### src/design/fcsi_pkg.sv
// Constants, codes and register map of the flash command/status host controller
// Notes on behaviour
// Identifier reads return maker code with address bit 0 low, part code high.
// Host writes 90H to enter identifier mode, then reads the signatures.
// After 70H any read returns the compatible status register.
// Data write, erase and suspend switch reads to status automatically.
// One 50H write clears status bits 3, 4 and 5 only.
// Data write is 40H then data; block erase is 20H then D0H in block.
// B0H suspends an erase, D0H resumes; host checks suspended bit first.
// If suspend found no erase, host resumes after the next erase completes.
// Protect set is 57H then D0H at the confirm address.
// After power-up or power-down every block acts locked until protect set.
// Protect reset (47H, D0H at confirm address) unlocks every block.
// Lock block (77H, D0H) only after protect reset, then protect set again.
// Erase-all-unlocked (A7H, D0H) erases blocks whose stored lock is clear.
// Two-byte write FBH, first byte with order bit, second byte at target.
// Confirm address has bits 9 and 8 low and bits 7 to 0 high.
// Status bit 7 ready, 6 suspended, 5 erase error, 4 write error, 3 supply.
// Improper erase sequence sets write error and erase error together.
// Supply-low bit is sampled only when a write or erase is entered.
// Host waits for ready pin or ready bit before reading result bits; the host here waits for both.
// Host masks reserved status bits 2 to 0 when polling.
// Ready/busy pin is held low while the write machine runs.
// Reset/power-down low aborts operations and clears the status register.
// Status stays on reads until the host writes FFH.
// While busy, only status read and erase suspend are accepted; the host here takes only the erase suspend.
package fcsi_pkg;
  // ==========================================================
  // Timing
  localparam int CLK_NS = 25;
  localparam int T_ACC_NS = 80;
  localparam int T_WE_NS = 50;
  localparam int SYNC_STAGES = 2;
  localparam logic [3:0] RD_CYC = 4'((T_ACC_NS + CLK_NS - 1) / CLK_NS + SYNC_STAGES);
  localparam logic [3:0] WE_CYC = 4'((T_WE_NS + CLK_NS - 1) / CLK_NS);
  // ==========================================================
  // Device command codes
  localparam logic [7:0] CMD_READ_ARRAY = 8'hff;
  localparam logic [7:0] CMD_READ_ID = 8'h90;
  localparam logic [7:0] CMD_READ_STATUS = 8'h70;
  localparam logic [7:0] CMD_CLEAR_STATUS = 8'h50;
  localparam logic [7:0] CMD_WORD_WRITE = 8'h40;
  localparam logic [7:0] CMD_BLOCK_ERASE = 8'h20;
  localparam logic [7:0] CMD_SUSPEND = 8'hb0;
  localparam logic [7:0] CMD_CONFIRM = 8'hd0;
  localparam logic [7:0] CMD_PROTECT_SET = 8'h57;
  localparam logic [7:0] CMD_PROTECT_RESET = 8'h47;
  localparam logic [7:0] CMD_LOCK_BLOCK = 8'h77;
  localparam logic [7:0] CMD_ERASE_ALL = 8'ha7;
  localparam logic [7:0] CMD_TWO_BYTE = 8'hfb;
  localparam logic [9:0] CONFIRM_ADDR = 10'h0ff;
  localparam int ORDER_BIT = 10;
  // ==========================================================
  // Status layout
  localparam int ST_READY = 7;
  localparam int ST_SUSPENDED = 6;
  localparam int ST_ERASE_ERR = 5;
  localparam int ST_WRITE_ERR = 4;
  localparam int ST_SUPPLY_LOW = 3;
  localparam logic [7:0] STAT_MASK = 8'hf8;
  // ==========================================================
  // Host operations
  localparam logic [3:0] OP_READ_ARRAY = 4'h0;
  localparam logic [3:0] OP_READ_ID = 4'h1;
  localparam logic [3:0] OP_READ_STATUS = 4'h2;
  localparam logic [3:0] OP_CLEAR_STATUS = 4'h3;
  localparam logic [3:0] OP_WRITE = 4'h4;
  localparam logic [3:0] OP_ERASE = 4'h5;
  localparam logic [3:0] OP_SUSPEND = 4'h6;
  localparam logic [3:0] OP_RESUME = 4'h7;
  localparam logic [3:0] OP_PROT_SET = 4'h8;
  localparam logic [3:0] OP_PROT_RESET = 4'h9;
  localparam logic [3:0] OP_LOCK = 4'ha;
  localparam logic [3:0] OP_ERASE_ALL = 4'hb;
  localparam logic [3:0] OP_TWO_BYTE = 4'hc;
  // Step kinds, address and byte selects
  localparam logic [2:0] K_WR = 3'h0;
  localparam logic [2:0] K_WRD = 3'h1;
  localparam logic [2:0] K_RD = 3'h2;
  localparam logic [2:0] K_POLL = 3'h3;
  localparam logic [2:0] K_END = 3'h4;
  localparam logic [1:0] A_ZERO = 2'h0;
  localparam logic [1:0] A_TGT = 2'h1;
  localparam logic [1:0] A_CFM = 2'h2;
  localparam logic [7:0] B_LOW = 8'h00;
  localparam logic [7:0] B_FIRST = 8'h01;
  localparam logic [7:0] B_SECOND = 8'h02;
  // ==========================================================
  // Register map
  localparam logic [4:0] REG_CMD = 5'h00;
  localparam logic [4:0] REG_ADDR = 5'h04;
  localparam logic [4:0] REG_DATA = 5'h08;
  localparam logic [4:0] REG_RESULT = 5'h0c;
  localparam logic [4:0] REG_STATE = 5'h10;
  localparam logic [4:0] REG_CTRL = 5'h14;
  localparam logic [7:0] NO_READ = 8'h00;

  typedef enum logic [6:0] {
    PH_IDLE = 7'b0000001,
    PH_FETCH = 7'b0000010,
    PH_WSET = 7'b0000100,
    PH_WSTB = 7'b0001000,
    PH_WHOLD = 7'b0010000,
    PH_RSTB = 7'b0100000,
    PH_SPARE = 7'b1000000
  } fcsi_phase_t;
endpackage

### src/design/fcsi_host.sv
// Host controller that sequences command and status cycles on a parallel flash
`timescale 1ns/1ps
module fcsi_host #(
  parameter int ADDR_W = 19
) (
  input wire logic sys_clk_in,
  input wire logic resetn_in,
  input wire logic [4:0] reg_addr_in,
  input wire logic [31:0] reg_wdata_in,
  input wire logic reg_wr_in,
  input wire logic reg_rd_in,
  output logic [31:0] reg_rdata_out,
  output logic [ADDR_W-1:0] flash_addr_out,
  output logic [7:0] flash_dq_out,
  output logic flash_dq_oe_n_out,
  input wire logic [7:0] flash_dq_in,
  output logic flash_ce_n_out,
  output logic flash_oe_n_out,
  output logic flash_we_n_out,
  output logic reset_powerdown_n_out,
  input wire logic ready_busy_n_in
);
  if (ADDR_W < 11) begin : g_check
    $error("ADDR_W must cover the byte order bit");
  end

  fcsi_pkg::fcsi_phase_t phase;
  logic [3:0] op;
  logic [2:0] idx;
  logic [3:0] cnt;
  logic [ADDR_W-1:0] tgt_addr;
  logic [15:0] wr_data;
  logic rp_level;
  logic [7:0] dq_meta, dq_sync;
  logic rdy_meta, rdy_sync;
  logic [7:0] rd_byte, stat;
  logic pending_resume, prot_reset_done, locked_default, refused, suspend_req;
  logic [12:0] step;
  logic [2:0] kind;
  logic [ADDR_W-1:0] step_addr;
  logic [7:0] step_byte;
  logic cmd_wr, start, lock_bad, erase_op, susp_take, read_last, poll_ok, at_end;

  // ==========================================================
  // Operation programs
  localparam logic [12:0] S_END = {fcsi_pkg::K_END, fcsi_pkg::A_ZERO, fcsi_pkg::B_LOW};
  localparam logic [12:0] S_P = {fcsi_pkg::K_POLL, fcsi_pkg::A_ZERO, fcsi_pkg::B_LOW};
  localparam logic [12:0] S_R = {fcsi_pkg::K_RD, fcsi_pkg::A_TGT, fcsi_pkg::B_LOW};
  localparam logic [4:0] W0 = {fcsi_pkg::K_WR, fcsi_pkg::A_ZERO};
  function automatic logic [12:0] step_f(input logic [3:0] o, input logic [2:0] i);
    logic [12:0] s;
    case ({o, i})
      {fcsi_pkg::OP_READ_ARRAY, 3'h0}: s = {W0, fcsi_pkg::CMD_READ_ARRAY};
      {fcsi_pkg::OP_READ_ARRAY, 3'h1}: s = S_R;
      {fcsi_pkg::OP_READ_ID, 3'h0}: s = {W0, fcsi_pkg::CMD_READ_ID};
      {fcsi_pkg::OP_READ_ID, 3'h1}: s = S_R;
      {fcsi_pkg::OP_READ_STATUS, 3'h0}: s = {W0, fcsi_pkg::CMD_READ_STATUS};
      {fcsi_pkg::OP_READ_STATUS, 3'h1}: s = S_P;
      {fcsi_pkg::OP_CLEAR_STATUS, 3'h0}: s = {W0, fcsi_pkg::CMD_CLEAR_STATUS};
      {fcsi_pkg::OP_WRITE, 3'h0}: s = {W0, fcsi_pkg::CMD_WORD_WRITE};
      {fcsi_pkg::OP_WRITE, 3'h1}: s = {fcsi_pkg::K_WRD, fcsi_pkg::A_TGT, fcsi_pkg::B_LOW};
      {fcsi_pkg::OP_WRITE, 3'h2}: s = S_P;
      {fcsi_pkg::OP_ERASE, 3'h0}: s = {W0, fcsi_pkg::CMD_BLOCK_ERASE};
      {fcsi_pkg::OP_ERASE, 3'h1}: s = {fcsi_pkg::K_WR, fcsi_pkg::A_TGT, fcsi_pkg::CMD_CONFIRM};
      {fcsi_pkg::OP_ERASE, 3'h2}: s = S_P;
      {fcsi_pkg::OP_SUSPEND, 3'h0}: s = {W0, fcsi_pkg::CMD_SUSPEND};
      {fcsi_pkg::OP_SUSPEND, 3'h1}: s = S_P;
      {fcsi_pkg::OP_RESUME, 3'h0}: s = {W0, fcsi_pkg::CMD_CONFIRM};
      {fcsi_pkg::OP_RESUME, 3'h1}: s = S_P;
      {fcsi_pkg::OP_PROT_SET, 3'h0}: s = {W0, fcsi_pkg::CMD_PROTECT_SET};
      {fcsi_pkg::OP_PROT_SET, 3'h1}: s = {fcsi_pkg::K_WR, fcsi_pkg::A_CFM, fcsi_pkg::CMD_CONFIRM};
      {fcsi_pkg::OP_PROT_SET, 3'h2}: s = S_P;
      {fcsi_pkg::OP_PROT_RESET, 3'h0}: s = {W0, fcsi_pkg::CMD_PROTECT_RESET};
      {fcsi_pkg::OP_PROT_RESET, 3'h1}: s = {fcsi_pkg::K_WR, fcsi_pkg::A_CFM, fcsi_pkg::CMD_CONFIRM};
      {fcsi_pkg::OP_PROT_RESET, 3'h2}: s = S_P;
      {fcsi_pkg::OP_LOCK, 3'h0}: s = {W0, fcsi_pkg::CMD_LOCK_BLOCK};
      {fcsi_pkg::OP_LOCK, 3'h1}: s = {fcsi_pkg::K_WR, fcsi_pkg::A_TGT, fcsi_pkg::CMD_CONFIRM};
      {fcsi_pkg::OP_LOCK, 3'h2}: s = S_P;
      {fcsi_pkg::OP_LOCK, 3'h3}: s = {W0, fcsi_pkg::CMD_PROTECT_SET};
      {fcsi_pkg::OP_LOCK, 3'h4}: s = {fcsi_pkg::K_WR, fcsi_pkg::A_CFM, fcsi_pkg::CMD_CONFIRM};
      {fcsi_pkg::OP_LOCK, 3'h5}: s = S_P;
      {fcsi_pkg::OP_ERASE_ALL, 3'h0}: s = {W0, fcsi_pkg::CMD_ERASE_ALL};
      {fcsi_pkg::OP_ERASE_ALL, 3'h1}: s = {W0, fcsi_pkg::CMD_CONFIRM};
      {fcsi_pkg::OP_ERASE_ALL, 3'h2}: s = S_P;
      {fcsi_pkg::OP_TWO_BYTE, 3'h0}: s = {W0, fcsi_pkg::CMD_TWO_BYTE};
      {fcsi_pkg::OP_TWO_BYTE, 3'h1}: s = {fcsi_pkg::K_WRD, fcsi_pkg::A_TGT, fcsi_pkg::B_FIRST};
      {fcsi_pkg::OP_TWO_BYTE, 3'h2}: s = {fcsi_pkg::K_WRD, fcsi_pkg::A_TGT, fcsi_pkg::B_SECOND};
      {fcsi_pkg::OP_TWO_BYTE, 3'h3}: s = S_P;
      default: s = S_END;
    endcase
    return s;
  endfunction

  // ==========================================================
  // Decode
  always_comb begin
    step = step_f(op, idx);
    kind = step[12:10];
    case (step[9:8])
      fcsi_pkg::A_TGT: step_addr = tgt_addr;
      fcsi_pkg::A_CFM: step_addr = {{(ADDR_W - 10){1'b0}}, fcsi_pkg::CONFIRM_ADDR};
      default: step_addr = '0;
    endcase
    // Order bit low sends the low byte first; second byte takes the other half
    if ((step[7:0] == fcsi_pkg::B_FIRST && tgt_addr[fcsi_pkg::ORDER_BIT]) ||
        (step[7:0] == fcsi_pkg::B_SECOND && !tgt_addr[fcsi_pkg::ORDER_BIT])) begin
      step_byte = wr_data[15:8];
    end else begin
      step_byte = wr_data[7:0];
    end
  end

  assign cmd_wr = reg_wr_in && reg_addr_in == fcsi_pkg::REG_CMD;
  assign erase_op = op == fcsi_pkg::OP_ERASE || op == fcsi_pkg::OP_ERASE_ALL;
  assign lock_bad = reg_wdata_in[3:0] == fcsi_pkg::OP_LOCK && !prot_reset_done;
  // Busy device takes only the suspend, and only while an erase runs
  assign start = cmd_wr && phase == fcsi_pkg::PH_IDLE && rp_level && !lock_bad;
  assign susp_take = cmd_wr && phase != fcsi_pkg::PH_IDLE && erase_op &&
                     reg_wdata_in[3:0] == fcsi_pkg::OP_SUSPEND;
  assign read_last = phase == fcsi_pkg::PH_RSTB && cnt == 4'h1;
  assign poll_ok = dq_sync[fcsi_pkg::ST_READY] && rdy_sync;
  assign at_end = phase == fcsi_pkg::PH_FETCH && kind == fcsi_pkg::K_END;

  // ==========================================================
  // Pin synchronisers
  always_ff @(posedge sys_clk_in) begin
    if (!resetn_in) begin
      dq_meta <= 8'h00;
      dq_sync <= 8'h00;
      rdy_meta <= 1'b0;
      rdy_sync <= 1'b0;
    end else begin
      dq_meta <= flash_dq_in;
      dq_sync <= dq_meta;
      rdy_meta <= ready_busy_n_in;
      rdy_sync <= rdy_meta;
    end
  end

  // ==========================================================
  // Software registers
  always_ff @(posedge sys_clk_in) begin
    if (!resetn_in) begin
      tgt_addr <= '0;
      wr_data <= 16'h0000;
      rp_level <= 1'b0;
    end else if (reg_wr_in) begin
      if (reg_addr_in == fcsi_pkg::REG_ADDR) tgt_addr <= reg_wdata_in[ADDR_W-1:0];
      if (reg_addr_in == fcsi_pkg::REG_DATA) wr_data <= reg_wdata_in[15:0];
      if (reg_addr_in == fcsi_pkg::REG_CTRL) rp_level <= reg_wdata_in[0];
    end
  end
  assign reset_powerdown_n_out = rp_level;

  // ==========================================================
  // Bus cycle sequencer
  always_ff @(posedge sys_clk_in) begin
    if (!resetn_in || !rp_level) begin
      phase <= fcsi_pkg::PH_IDLE;
      op <= fcsi_pkg::OP_READ_ARRAY;
      idx <= 3'h0;
      cnt <= 4'h0;
      flash_addr_out <= '0;
      flash_dq_out <= 8'h00;
      flash_dq_oe_n_out <= 1'b1;
      flash_ce_n_out <= 1'b1;
      flash_oe_n_out <= 1'b1;
      flash_we_n_out <= 1'b1;
    end else begin
      unique case (phase)
        fcsi_pkg::PH_IDLE: begin
          if (start) begin
            op <= reg_wdata_in[3:0];
            idx <= 3'h0;
            phase <= fcsi_pkg::PH_FETCH;
          end
        end
        fcsi_pkg::PH_FETCH: begin
          flash_addr_out <= step_addr;
          if (kind == fcsi_pkg::K_WR || kind == fcsi_pkg::K_WRD) begin
            flash_dq_out <= kind == fcsi_pkg::K_WR ? step[7:0] : step_byte;
            flash_dq_oe_n_out <= 1'b0;
            flash_ce_n_out <= 1'b0;
            phase <= fcsi_pkg::PH_WSET;
          end else if (kind == fcsi_pkg::K_RD || kind == fcsi_pkg::K_POLL) begin
            flash_ce_n_out <= 1'b0;
            flash_oe_n_out <= 1'b0;
            cnt <= fcsi_pkg::RD_CYC;
            phase <= fcsi_pkg::PH_RSTB;
          end else if (erase_op && pending_resume) begin
            op <= fcsi_pkg::OP_RESUME;
            idx <= 3'h0;
          end else begin
            phase <= fcsi_pkg::PH_IDLE;
          end
        end
        fcsi_pkg::PH_WSET: begin
          flash_we_n_out <= 1'b0;
          cnt <= fcsi_pkg::WE_CYC;
          phase <= fcsi_pkg::PH_WSTB;
        end
        fcsi_pkg::PH_WSTB: begin
          if (cnt == 4'h1) begin
            flash_we_n_out <= 1'b1;
            phase <= fcsi_pkg::PH_WHOLD;
          end else begin
            cnt <= cnt - 4'h1;
          end
        end
        fcsi_pkg::PH_WHOLD: begin
          // Data held one cycle past the rising write strobe
          flash_ce_n_out <= 1'b1;
          flash_dq_oe_n_out <= 1'b1;
          idx <= idx + 3'h1;
          phase <= fcsi_pkg::PH_FETCH;
        end
        fcsi_pkg::PH_RSTB: begin
          if (cnt == 4'h1) begin
            flash_ce_n_out <= 1'b1;
            flash_oe_n_out <= 1'b1;
            phase <= fcsi_pkg::PH_FETCH;
            if (kind == fcsi_pkg::K_RD || poll_ok) begin
              idx <= idx + 3'h1;
            end else if (suspend_req && erase_op) begin
              op <= fcsi_pkg::OP_SUSPEND;
              idx <= 3'h0;
            end
          end else begin
            cnt <= cnt - 4'h1;
          end
        end
        default: phase <= fcsi_pkg::PH_IDLE;
      endcase
    end
  end

  // ==========================================================
  // Results and protection tracking
  always_ff @(posedge sys_clk_in) begin
    if (!resetn_in) begin
      rd_byte <= 8'h00;
      stat <= 8'h00;
      pending_resume <= 1'b0;
      prot_reset_done <= 1'b0;
      locked_default <= 1'b1;
      refused <= 1'b0;
      suspend_req <= 1'b0;
    end else begin
      if (read_last && kind == fcsi_pkg::K_RD) rd_byte <= dq_sync;
      if (read_last && kind == fcsi_pkg::K_POLL) stat <= dq_sync & fcsi_pkg::STAT_MASK;
      if (!rp_level) begin
        // Device forgets protect state and clears its status when held down
        locked_default <= 1'b1;
        prot_reset_done <= 1'b0;
        stat <= 8'h00;
        suspend_req <= 1'b0;
      end else if (at_end) begin
        if (op == fcsi_pkg::OP_PROT_RESET) prot_reset_done <= 1'b1;
        if (op == fcsi_pkg::OP_PROT_SET || op == fcsi_pkg::OP_LOCK) begin
          prot_reset_done <= 1'b0;
          locked_default <= 1'b0;
        end
        if (op == fcsi_pkg::OP_SUSPEND && !stat[fcsi_pkg::ST_SUSPENDED]) begin
          pending_resume <= 1'b1;
        end else if (erase_op) begin
          pending_resume <= 1'b0;
        end
      end
      if (susp_take) begin
        suspend_req <= 1'b1;
      end else if (phase == fcsi_pkg::PH_IDLE || op == fcsi_pkg::OP_SUSPEND) begin
        suspend_req <= 1'b0;
      end
      if (cmd_wr && !start && !susp_take) begin
        refused <= 1'b1;
      end else if (start) begin
        refused <= 1'b0;
      end
    end
  end

  // ==========================================================
  // Register readback, one cycle after the strobe
  always_ff @(posedge sys_clk_in) begin
    if (!resetn_in) begin
      reg_rdata_out <= 32'h0000_0000;
    end else if (reg_rd_in) begin
      case (reg_addr_in)
        fcsi_pkg::REG_ADDR: reg_rdata_out <= 32'(tgt_addr);
        fcsi_pkg::REG_DATA: reg_rdata_out <= {16'h0000, wr_data};
        fcsi_pkg::REG_RESULT: reg_rdata_out <= {16'h0000, stat, rd_byte};
        fcsi_pkg::REG_STATE: reg_rdata_out <= {26'h0, locked_default, prot_reset_done,
                                               refused, pending_resume, rdy_sync,
                                               phase != fcsi_pkg::PH_IDLE};
        fcsi_pkg::REG_CTRL: reg_rdata_out <= {31'h0, rp_level};
        default: reg_rdata_out <= 32'h0000_0000;
      endcase
    end else begin
      reg_rdata_out <= 32'h0000_0000;
    end
  end
endmodule

### config.mk
export PLATFORM = sky130hd
export DESIGN_NAME = fcsi_host
export DESIGN_NICKNAME = d
export VERILOG_FILES = /design/src/design/fcsi_pkg.sv /design/src/design/fcsi_host.sv
export SDC_FILE = /design/constraint.sdc
export NUM_CORES = 1
export LEC_CHECK = 0
export BUFFER_PORTS_ARGS = -buffer_cell sky130_fd_sc_hd__buf_2
export CAP_MARGIN = 30
export CORE_MARGIN = 4
export CORE_UTILIZATION = 45
export CTS_CLUSTER_SIZE = 28
export DETAILED_ROUTE_END_ITERATION = 10
export PLACE_DENSITY = 0.74
export SLEW_MARGIN = 10
export SYNTH_ARGS = -nofsm -noshare
export SYNTH_HDL_FRONTEND = slang
export SYNTH_SLANG_ARGS = --single-unit
### constraint.sdc
create_clock -name sys_clk_in -period 3 [get_ports sys_clk_in]
set_clock_uncertainty 0.05 [all_clocks]
set_input_delay 0.75 -clock sys_clk_in [delete_from_list [all_inputs] [get_ports sys_clk_in]]
set_output_delay 0.75 -clock sys_clk_in [all_outputs]
set_load 0.1 [all_outputs]
== Word level (Yosys, flattened, before mapping) ==
Memory sizes are Yosys's and may differ from the RTL's.
Cells that the tools add are included.
Word-level totals
  bits in registers: 153
  logic and storage cells: 187
  output and inout bits: 64
  bits in read-only memories: 1664
  memories kept: 1
  bits of input ports: 50
Cells by class
  reductions and logical operators: 66
  eq/ne operators: 44
  muxes and demuxes: 49
  $add $sub $neg: 2
Memories
  (name not given): depth 128, width 13, rd ports 1, clocked after memory_dff 0, write ports 0, RTL line fcsi_host.sv:52  | case ({o, i})
Operators with widths (number)
  $pmux 19 s5: 1
  $mux 7: 6
  $pmux 7 s6: 1
  $mux 4: 10
  $pmux 19 s2: 1
  $pmux 4 s3: 2
  $mux 3: 7
  $eq 4x4->1 const B: 5
  $logic_and 1x1->1: 20
  $reduce_and 2->1: 10
  $mux 8: 2
  $mux 1: 14
  $eq 4x3->1 const B: 3
  $ne 2x2->1 const B: 6
  $pmux 3 s4: 1
  $reduce_and 4->1: 3
  $reduce_bool 2->1: 6
  $eq 5x4->1 const B: 2
  $eq 5x5->1 const B: 2
  $ne 2x1->1 const B: 5
  $ne 3x1->1 const B: 3
  $reduce_bool 3->1: 3
  $eq 8x1->1 const B: 1
  $eq 8x2->1 const B: 1
  other kinds (28): 46

== Longest topological paths before layout ==
Gate-level depths: netlist (run 1).
  word-level depth: 9
  mapped depth: 13
  gate-level depth less buffers: 11

== Worst setup path before layout (run 1) ==
No wires, ideal clock.
  path kind: register to register
  from: register idx[1]
  to: register flash_addr_out[16]
  clock period less this slack: 2769 ps
  setup slack: 231 ps
  library setup time: 71 ps
  arrival time: 2649 ps
  data required time: 2879 ps
  stages on the path, launching flop included: 14
  buffers on the path: 4
  cell sequence: dfxtp_1 buf_2 inv_1 ha_1 clkbuf_1 inv_1 o32ai_1 nand2_1 ha_1 nor2b_1 clkbuf_1 clkbuf_1 nand3_1 a21oi_1
On the way
  cells in the longest elaborated chain, start to end: 3
  elaborated cells on any way between the ends: 4
  those cells by class: eq/ne (2); mux (1); memory (1)
RTL lines
  from (decl): RTL line fcsi_host.sv:29  | logic [2:0] idx;
  from (signal assigned): RTL line fcsi_host.sv:214  | idx <= idx + 3'h1;
  from (signal assigned): RTL line fcsi_host.sv:223  | idx <= idx + 3'h1;
  $mem_v2 128x13 *
  $eq 2x2->1 / $eq 2x1->1 (equally long branches): RTL line fcsi_host.sv:99  | case (step[9:8])
  $pmux 19 s2 *: RTL line fcsi_host.sv:99
  to (signal assigned): RTL line fcsi_host.sv:179  | flash_addr_out <= step_addr;
  to (decl): RTL line fcsi_host.sv:13  | output logic [ADDR_W-1:0] flash_addr_out,
Mark *: on every way between the ends. The rest lies on a longest branch, timed or not.
A chain may end at the register's enable or synchronous reset.

== Worst setup path after layout (run 1) ==
  from: register idx[0]
  to: register locked_default
On the way
  cells in the longest elaborated chain, start to end: 4
RTL lines
  $mem_v2 128x13
  $eq 3x3->1: RTL line fcsi_host.sv:122  | assign at_end = phase == fcsi_pkg::PH_FETCH && kind == fcsi_pkg::K_END;
  $logic_and 1x1->1: RTL line fcsi_host.sv:122
  $reduce_and 2->1 (no source line)
  to (signal assigned): RTL line fcsi_host.sv:245  | locked_default <= 1'b1;
  to (signal assigned): RTL line fcsi_host.sv:253  | locked_default <= 1'b1;
  to (signal assigned): RTL line fcsi_host.sv:261  | locked_default <= 1'b0;
  to (decl): RTL line fcsi_host.sv:37  | logic pending_resume, prot_reset_done, locked_default, refused, suspend_req;
Every way passes these cells.

==> results of run 1 <==
## worst max-delay path by stage
stage	startpoint	endpoint	slack, ps	cells past startpoint
after floorplan	idx[1]	flash_addr_out[16]	230	13
after global placement	idx[0]	idx[1]	200	7
after detailed placement	idx[0]	idx[2]	170	7
after CTS	idx[0]	idx[2]	140	7
after global routing	idx[0]	flash_dq_out[6]	90	8
final	idx[0]	locked_default	260	8
## cell usage after synthesis, types with 4 or more instances
cell,count
a21oi_1,86
a211oi_1,5
mux2_2,14
inv_1,14
o31ai_1,4
nand3b_1,5
buf_2,12
nor2b_1,9
and4_1,5
clkbuf_1,39
and3_1,11
ha_1,10
o22ai_1,4
a21boi_0,8
a31oi_1,15
a22oi_1,16
buf_6,5
nand2_1,113
and2_1,26
mux2i_1,5
o21ai_0,33
nor3_1,6
nand4_1,4
o21ai_1,24
buf_4,17
o21a_1,4
nor4_1,5
nor2_1,37
nand3_1,45
dfxtp_1,139
## per-layer routing
layer | vias to the layer above | part of all wire | wire (um)
met2 | 261 | 0.46 | 9010
met1 | 2997 | 0.45 | 8840
met5 | - | 0 | 0
li1 | 3056 | - | -
met4 | 0 | 0.018 | 354
met3 | 30 | 0.072 | 1420
## power by group through the flow
stage	clock network, mW	registers, mW	logic [mW]
2_1_floorplan	0	1.91	0.130
3_3_place_gp	0	1.91	0.167
3_5_place_dp	0	1.91	0.167
4_1_cts	2.14	1.87	0.168
5_1_grt	2.24	1.87	0.180
6_report	2.14	1.87	0.170
## through the flow
step / setup WS, ps / hold slack, ps
2_1_floorplan: 231 / 362
3_3_place_gp: 199 / 371
3_5_place_dp: 172 / 368
4_1_cts: 139 / 381
5_1_grt: 85.8 / 399
6_report: 257 / 378
## worst max-delay path: cells and delay by family, from the launching register on
| kind | cells | cell delay (ps) |
|---|---|---|
| adders and majority gates | 1 | 250 |
| buffers and inverters | 1 | 150 |
| DFF | 1 | 560 |
| AOI/OAI and AO/OA | 3 | 860 |
| and+or+nand+nor | 3 | 760 |
## area by class of cell
class	instances	area (um2)
fillers	1349	6600
multi-input cells	592	3700
flip-flops and latches	139	2780
repair buffers	129	763
clock buffers	25	505
well taps	184	230
clock inverters	7	103
inverters	18	67.6
## cell families after synthesis
logic type	after synthesis	synth area share
muxes	19	0.0302
AOI/OAI and AO/OA	245	0.241
DFF	139	0.405
buffers and inverters	93	0.0677
xor gates and xnor gates	4	0.00509
adders and majority gates	10	0.0182
other	1	0.000545
and+or+nand+nor	301	0.233
## cell usage in the layout, fill, tap and decap left out, types with 13 or more instances in the layout
cell type / n
dfxtp_1: 139
and2_1: 26
nor2_1: 37
o21ai_1: 24
a22oi_1: 16
a31oi_1: 15
buf_4: 41
inv_1: 14
clkbuf_16: 17
mux2_2: 14
o21ai_0: 33
buf_2: 87
conb_1: 13
nand2_1: 113
nand3_1: 45
a21oi_1: 86
## registers in the layout, summed over array words and instances (netlist names), 3 cells and up
name            cells
wr_data            16
flash_addr_out     19
rd_byte             8
cnt                 4
stat                5
dq_sync             8
tgt_addr           19
op                  4
phase               6
dq_meta             8
flash_dq_out        8
reg_rdata_out      19
idx                 3
==> results.yml, run 1 <==
worst_hold_path:
  holdPathEnd: "dq_sync[6]"
  hold_start: "dq_meta[6]"
  worstHoldPathType: "reg2reg"
  holdPathStages: 1
grt:
  grt_pass1_vias: 6019
  grt_pass1_wl_mm: 31.8
  grt_busiest_layer: "met2"
  overflow: 0
  antenna_found_initial: 0
  use_met2: 0.358
  grtUsageMet1: 0.306
  track_usage: 0.226
  grtUsageMet3: 0.0501
  grt_max_degree: 29
worst_setup_path:
  rrSetupSlack_ps: 260
  r2r-end: "locked_default"
  critPathKind: "reg2reg"
  cp.arrival_ps: 3010
  critPathMaxStageDelay_ps: 560
  cp_slowest_cell: "dfxtp_1"
  cp_max_fo: 11
  cp-start-kind: "flop"
  cp.required_ps: 3270
  crit_chain: "inv_1 -> ha_1 -> nor4bb_2 -> a2111oi_4 -> o31a_4 -> nand3_2 -> or4_4 -> a21o_1"
  cp-end-kind: "flop"
  rr_worst_depth: 8
  timing.rr.start: "idx[0]"
clocking:
  ctsHtreeMaxLevel: 4
  clock-root-buffer: "clkbuf_16"
  clockBufferDepth: 2
  clkTransAtPathRegs_ps: 60
  numCtsBuffers: 17
  clk_latency_ps: 430
  cts-resized-gates: 0
  post_cts_buffers: 0
  cts_hold_buffers: 0
  cts.sinks: 139
  cts_tree: "yes"
placement:
  place_congestion: 0.935
  placed_area_um2: 7530
  io_buffers: 87
  placed_cells: 1062
  hpwl_mm: 14.2
logic_synthesis:
  synth_area_leaders: "dfxtp_1 (40%), a21oi_1 (6.3%), nand2_1 (6.2%)"
  yosysTopAreaCellShare: 0.405
  netlist_instances: 812
  ys_warn_count: 0
  synth_ff_type: "dfxtp_1"
  synth.avg_cell_area_um2: 8.47
  ys_ff_latch: 139
  seq_area_frac_synth: 0.405
  syn_area_um2: 6880
  synth.distinct_cells: 91
  ys_async_sr_fraction: 0
  yosysTopAreaCell: "dfxtp_1"
  synth_edf_count: 0
drt:
  wirelength_mm: 19.6
  drt_iter0_markers: 713
  first_pass_iters: 5
  drc: 0
  via_per_inst: 5.80
  vias: 6344
  avgRoutedWirePerCell_um: 17.9
  drtAntennaViolNets: 0
sta:
  slew_violations: 0
  fmax_mhz: 365
  tightest_slew_ps: 753
  relSlewSlack: 0.497
  rsz0062_at_grt: "false"
  timing.final.crit_share: 0.914
  setup_tns_ps: 0
  setup_viol: 0
  finalCriticalPeriod_ps: 2740
  finalHoldViolations: 0
power:
  finalPower_mw: 4.18
  clkPwrFrac: 0.512
  p_leak_nw: 3.12
  seq_power_share: 0.448
  powerDensity_nw_per_um2: 512
  comb_power_share: 0.041
  ir_drop_mv: 0.421
  p_int_mw: 3.24
  switching_share: 0.223
  p_sw_uw: 933
cells_and_area:
  drive_gt1_frac: 0.234
  areaGrowthSynthToFinish_pct: 18.5
  layout.nets: 957
  n_antenna_cell: 0
  fin_util: 0.552
  final_cell_area_um2: 8150
  layoutNonFillerInstCount: 1094
run_status:
  status: "finished clean"
die:
  core-area_um2: 14800
  floorplan.initialDensity: 0.466
  ioPinCount: 114
  die_h_um: 132
  die-area_um2: 17300
  die_w_um: 132
  num_rows: 44
run:
  maxCapViolCount: 0
No activity file was read; power rests on OpenSTA's default activity.
==> run 2, diff against run 1 <==
--- a/config.mk
+++ b/config.mk
@@ -5,6 +5,7 @@
 export SDC_FILE = /design/constraint.sdc
 export NUM_CORES = 1
 export LEC_CHECK = 0
+export ABC_AREA = 1
 export BUFFER_PORTS_ARGS = -buffer_cell sky130_fd_sc_hd__buf_2
 export CAP_MARGIN = 30
 export CORE_MARGIN = 4
==> run 2 against run 1 <==
Net effect: combinational power increased by 8%; worst setup slack improved by 93 ps; cell area fell by 5.9%; clock-buffer cell count down 3; routed wire length down 5.5%; fmax is 3.5% higher; non-clock buffer count down 22; sequential power is essentially flat; flip-flop and latch count unchanged; core utilization fell by 0.44 points.
==> results.yml, run 2 <==
drt:
  drt_iter0_markers: 607
  wirelength_mm: 18.5
  via_per_inst: 5.27
  vias: 6275
  first_pass_iters: 5
  avgRoutedWirePerCell_um: 15.6
  drc: 0
  drtAntennaViolNets: 0
placement:
  io_buffers: 87
  place_congestion: 0.904
  placed_area_um2: 7100
  hpwl_mm: 13.6
logic_synthesis:
  synth_edf_count: 0
  synth.avg_cell_area_um2: 7.16
  syn_area_um2: 6480
  ys_warn_count: 0
  seq_area_frac_synth: 0.429
  synth.most_common_cell: "nand2_1"
  ys_ff_latch: 139
  yosysTopAreaCellShare: 0.429
  synth_ff_type: "dfxtp_1"
  synth.distinct_cells: 41
  netlist_top_cells_count: "nand2_1 (164), dfxtp_1 (139), inv_1 (130), a21oi_1 (94), o21ai_0 (86)"
  netlist_instances: 906
  yosysTopAreaCell: "dfxtp_1"
  ys_async_sr_fraction: 0
  synth_area_leaders: "dfxtp_1 (43%), nand2_1 (9.5%), inv_1 (7.5%)"
die:
  die_h_um: 128
  floorplan.initialDensity: 0.464
  die_w_um: 128
  num_rows: 43
  core-area_um2: 14000
  die-area_um2: 16400
  ioPinCount: 114
clocking:
  cts-resized-gates: 0
  cts.sinks: 139
  clock-root-buffer: "clkbuf_16"
  clk_latency_ps: 420
  cts_tree: "yes"
  ctsHtreeMaxLevel: 4
  clockBufferDepth: 2
  numCtsBuffers: 17
  clkTransAtPathRegs_ps: 60
  cts_hold_buffers: 0
  post_cts_buffers: 0
sta:
  hold_slack_ps: 360
  setup_tns_ps: 0
  relSlewSlack: 0.370
  rsz0062_at_grt: "false"
  fmax_mhz: 377
  setup_viol: 0
  finalHoldViolations: 0
  tightest_slew_ps: 943
  finalCriticalPeriod_ps: 2650
  slew_violations: 0
  timing.final.crit_share: 0.883
worst_setup_path:
  cp.arrival_ps: 2950
  cp_max_fo: 9
  crit_buf_inv: 5
  critPathKind: "reg2reg"
  cp.required_ps: 3300
  cp_slowest_cell: "dfxtp_1"
  critPathMaxStageDelay_ps: 400
  cp-start-kind: "flop"
  crit_family: "adder cells"
  crit_chain: "inv_1 -> ha_1 -> nand2_1 -> o21ai_0 -> a31oi_1 -> inv_1 -> ha_1 -> inv_1 -> nand2_1 -> inv_1 -> buf_4 -> a21oi_1 -> nor2_1"
  cpMostUsedCell: "inv_1"
  cp-end-kind: "flop"
cells_and_area:
  fin_util: 0.548
  reg_top3: "flash_addr_out x19, reg_rdata_out x19, tgt_addr x19"
  areaGrowthSynthToFinish_pct: 18.2
  final_cell_area_um2: 7670
  nFillCells: 1379
  drive_gt1_frac: 0.177
  n_antenna_cell: 0
  final_common_cell: "nand2_1"
  layout.nets: 1057
  final_cell_mix: "nand2_1 (164), dfxtp_1 (139), inv_1 (130), a21oi_1 (94), buf_2 (87)"
grt:
  use_met2: 0.362
  grt_pass1_wl_mm: 29.1
  grt_pass1_vias: 5744
  overflow: 0
  antenna_found_initial: 0
  grt_busiest_layer: "met2"
  grt_max_degree: 53
  track_usage: 0.225
  grtUsageMet1: 0.299
  grtUsageMet3: 0.0563
power:
  powerDensity_nw_per_um2: 529
  p_leak_nw: 3.61
  ir_drop_mv: 0.413
worst_hold_path:
  worstHoldPathType: "reg2reg"
run_status:
  status: "finished clean"
run:
  maxCapViolCount: 0
[run 2: path summary, 6_finish.rpt]
path                            depth (start not counted)            endpoint  slack (ps)       start
worst min-delay path                                    2          dq_sync[0]         360  dq_meta[0]
worst max-delay path                                   13  flash_addr_out[10]         350      idx[0]
worst min register to register                          2          dq_sync[0]         360  dq_meta[0]
worst max register to register                         13  flash_addr_out[10]         350      idx[0]
[run 2: report_power, final]
| group | internal [mW] | leakage, nW | switching (mW) |
|---|---|---|---|
| clock | 1.20 | 0.276 | 0.795 |
| sequential | 1.86 | 1.12 | 0.00740 |
| combinational | 0.0371 | 2.21 | 0.146 |
| total | 3.10 | 3.61 | 0.948 |
[run 2: cells by family (layout without fill, tap and decap cells)]
| kind of cell | Yosys count | in the layout | share of synthesized area |
|---|---|---|---|
| DFF | 139 | 139 | 0.429 |
| other | 1 | 13 | 0.000578 |
| AOI/OAI and AO/OA | 222 | 222 | 0.183 |
| buffers and inverters | 184 | 276 | 0.118 |
| xor gates and xnor gates | 1 | 1 | 0.00135 |
| adders and majority gates | 10 | 10 | 0.0193 |
| and+or+nand+nor | 349 | 349 | 0.249 |
[run 2: layout make-up]
type	instances	area (um2)	area share
flip-flops and latches	139	2780	0.363
repair buffers	107	598	0.0780
well taps	180	225	0.0294
clock inverters	10	91.3	0.0119
clock buffers	22	474	0.0618
multi-input cells	595	2980	0.389
inverters	137	514	0.0671
[run 2: worst register-to-register path, cell delays in order, from the launching register on]
cell     delay [ps]
dfxtp_1         400
inv_1            80
ha_1            360
nand2_1         110
o21ai_0         100
a31oi_1         360
inv_1            80
ha_1            290
inv_1           110
nand2_1         110
inv_1           140
buf_4           190
a21oi_1          80
nor2_1          120
[run 2: per-stage QoR]
stage               setup WS (ps)  std cells  total power [mW]
global route                 95.1       1190              4.17
global placement              462       1158              2.09
finish                        350       1190              4.05
floorplan                     608        918              2.05
CTS                           374       1190              4.07
detailed placement            399       1158              2.09
[run 2: per-layer routing]
| metal | routed length [um] | vias to the layer above |
|---|---|---|
| met5 | 0 | - |
| met4 | 379 | 0 |
| met3 | 1440 | 36 |
| met2 | 8590 | 239 |
| met1 | 8140 | 2875 |
| li1 | - | 3125 |
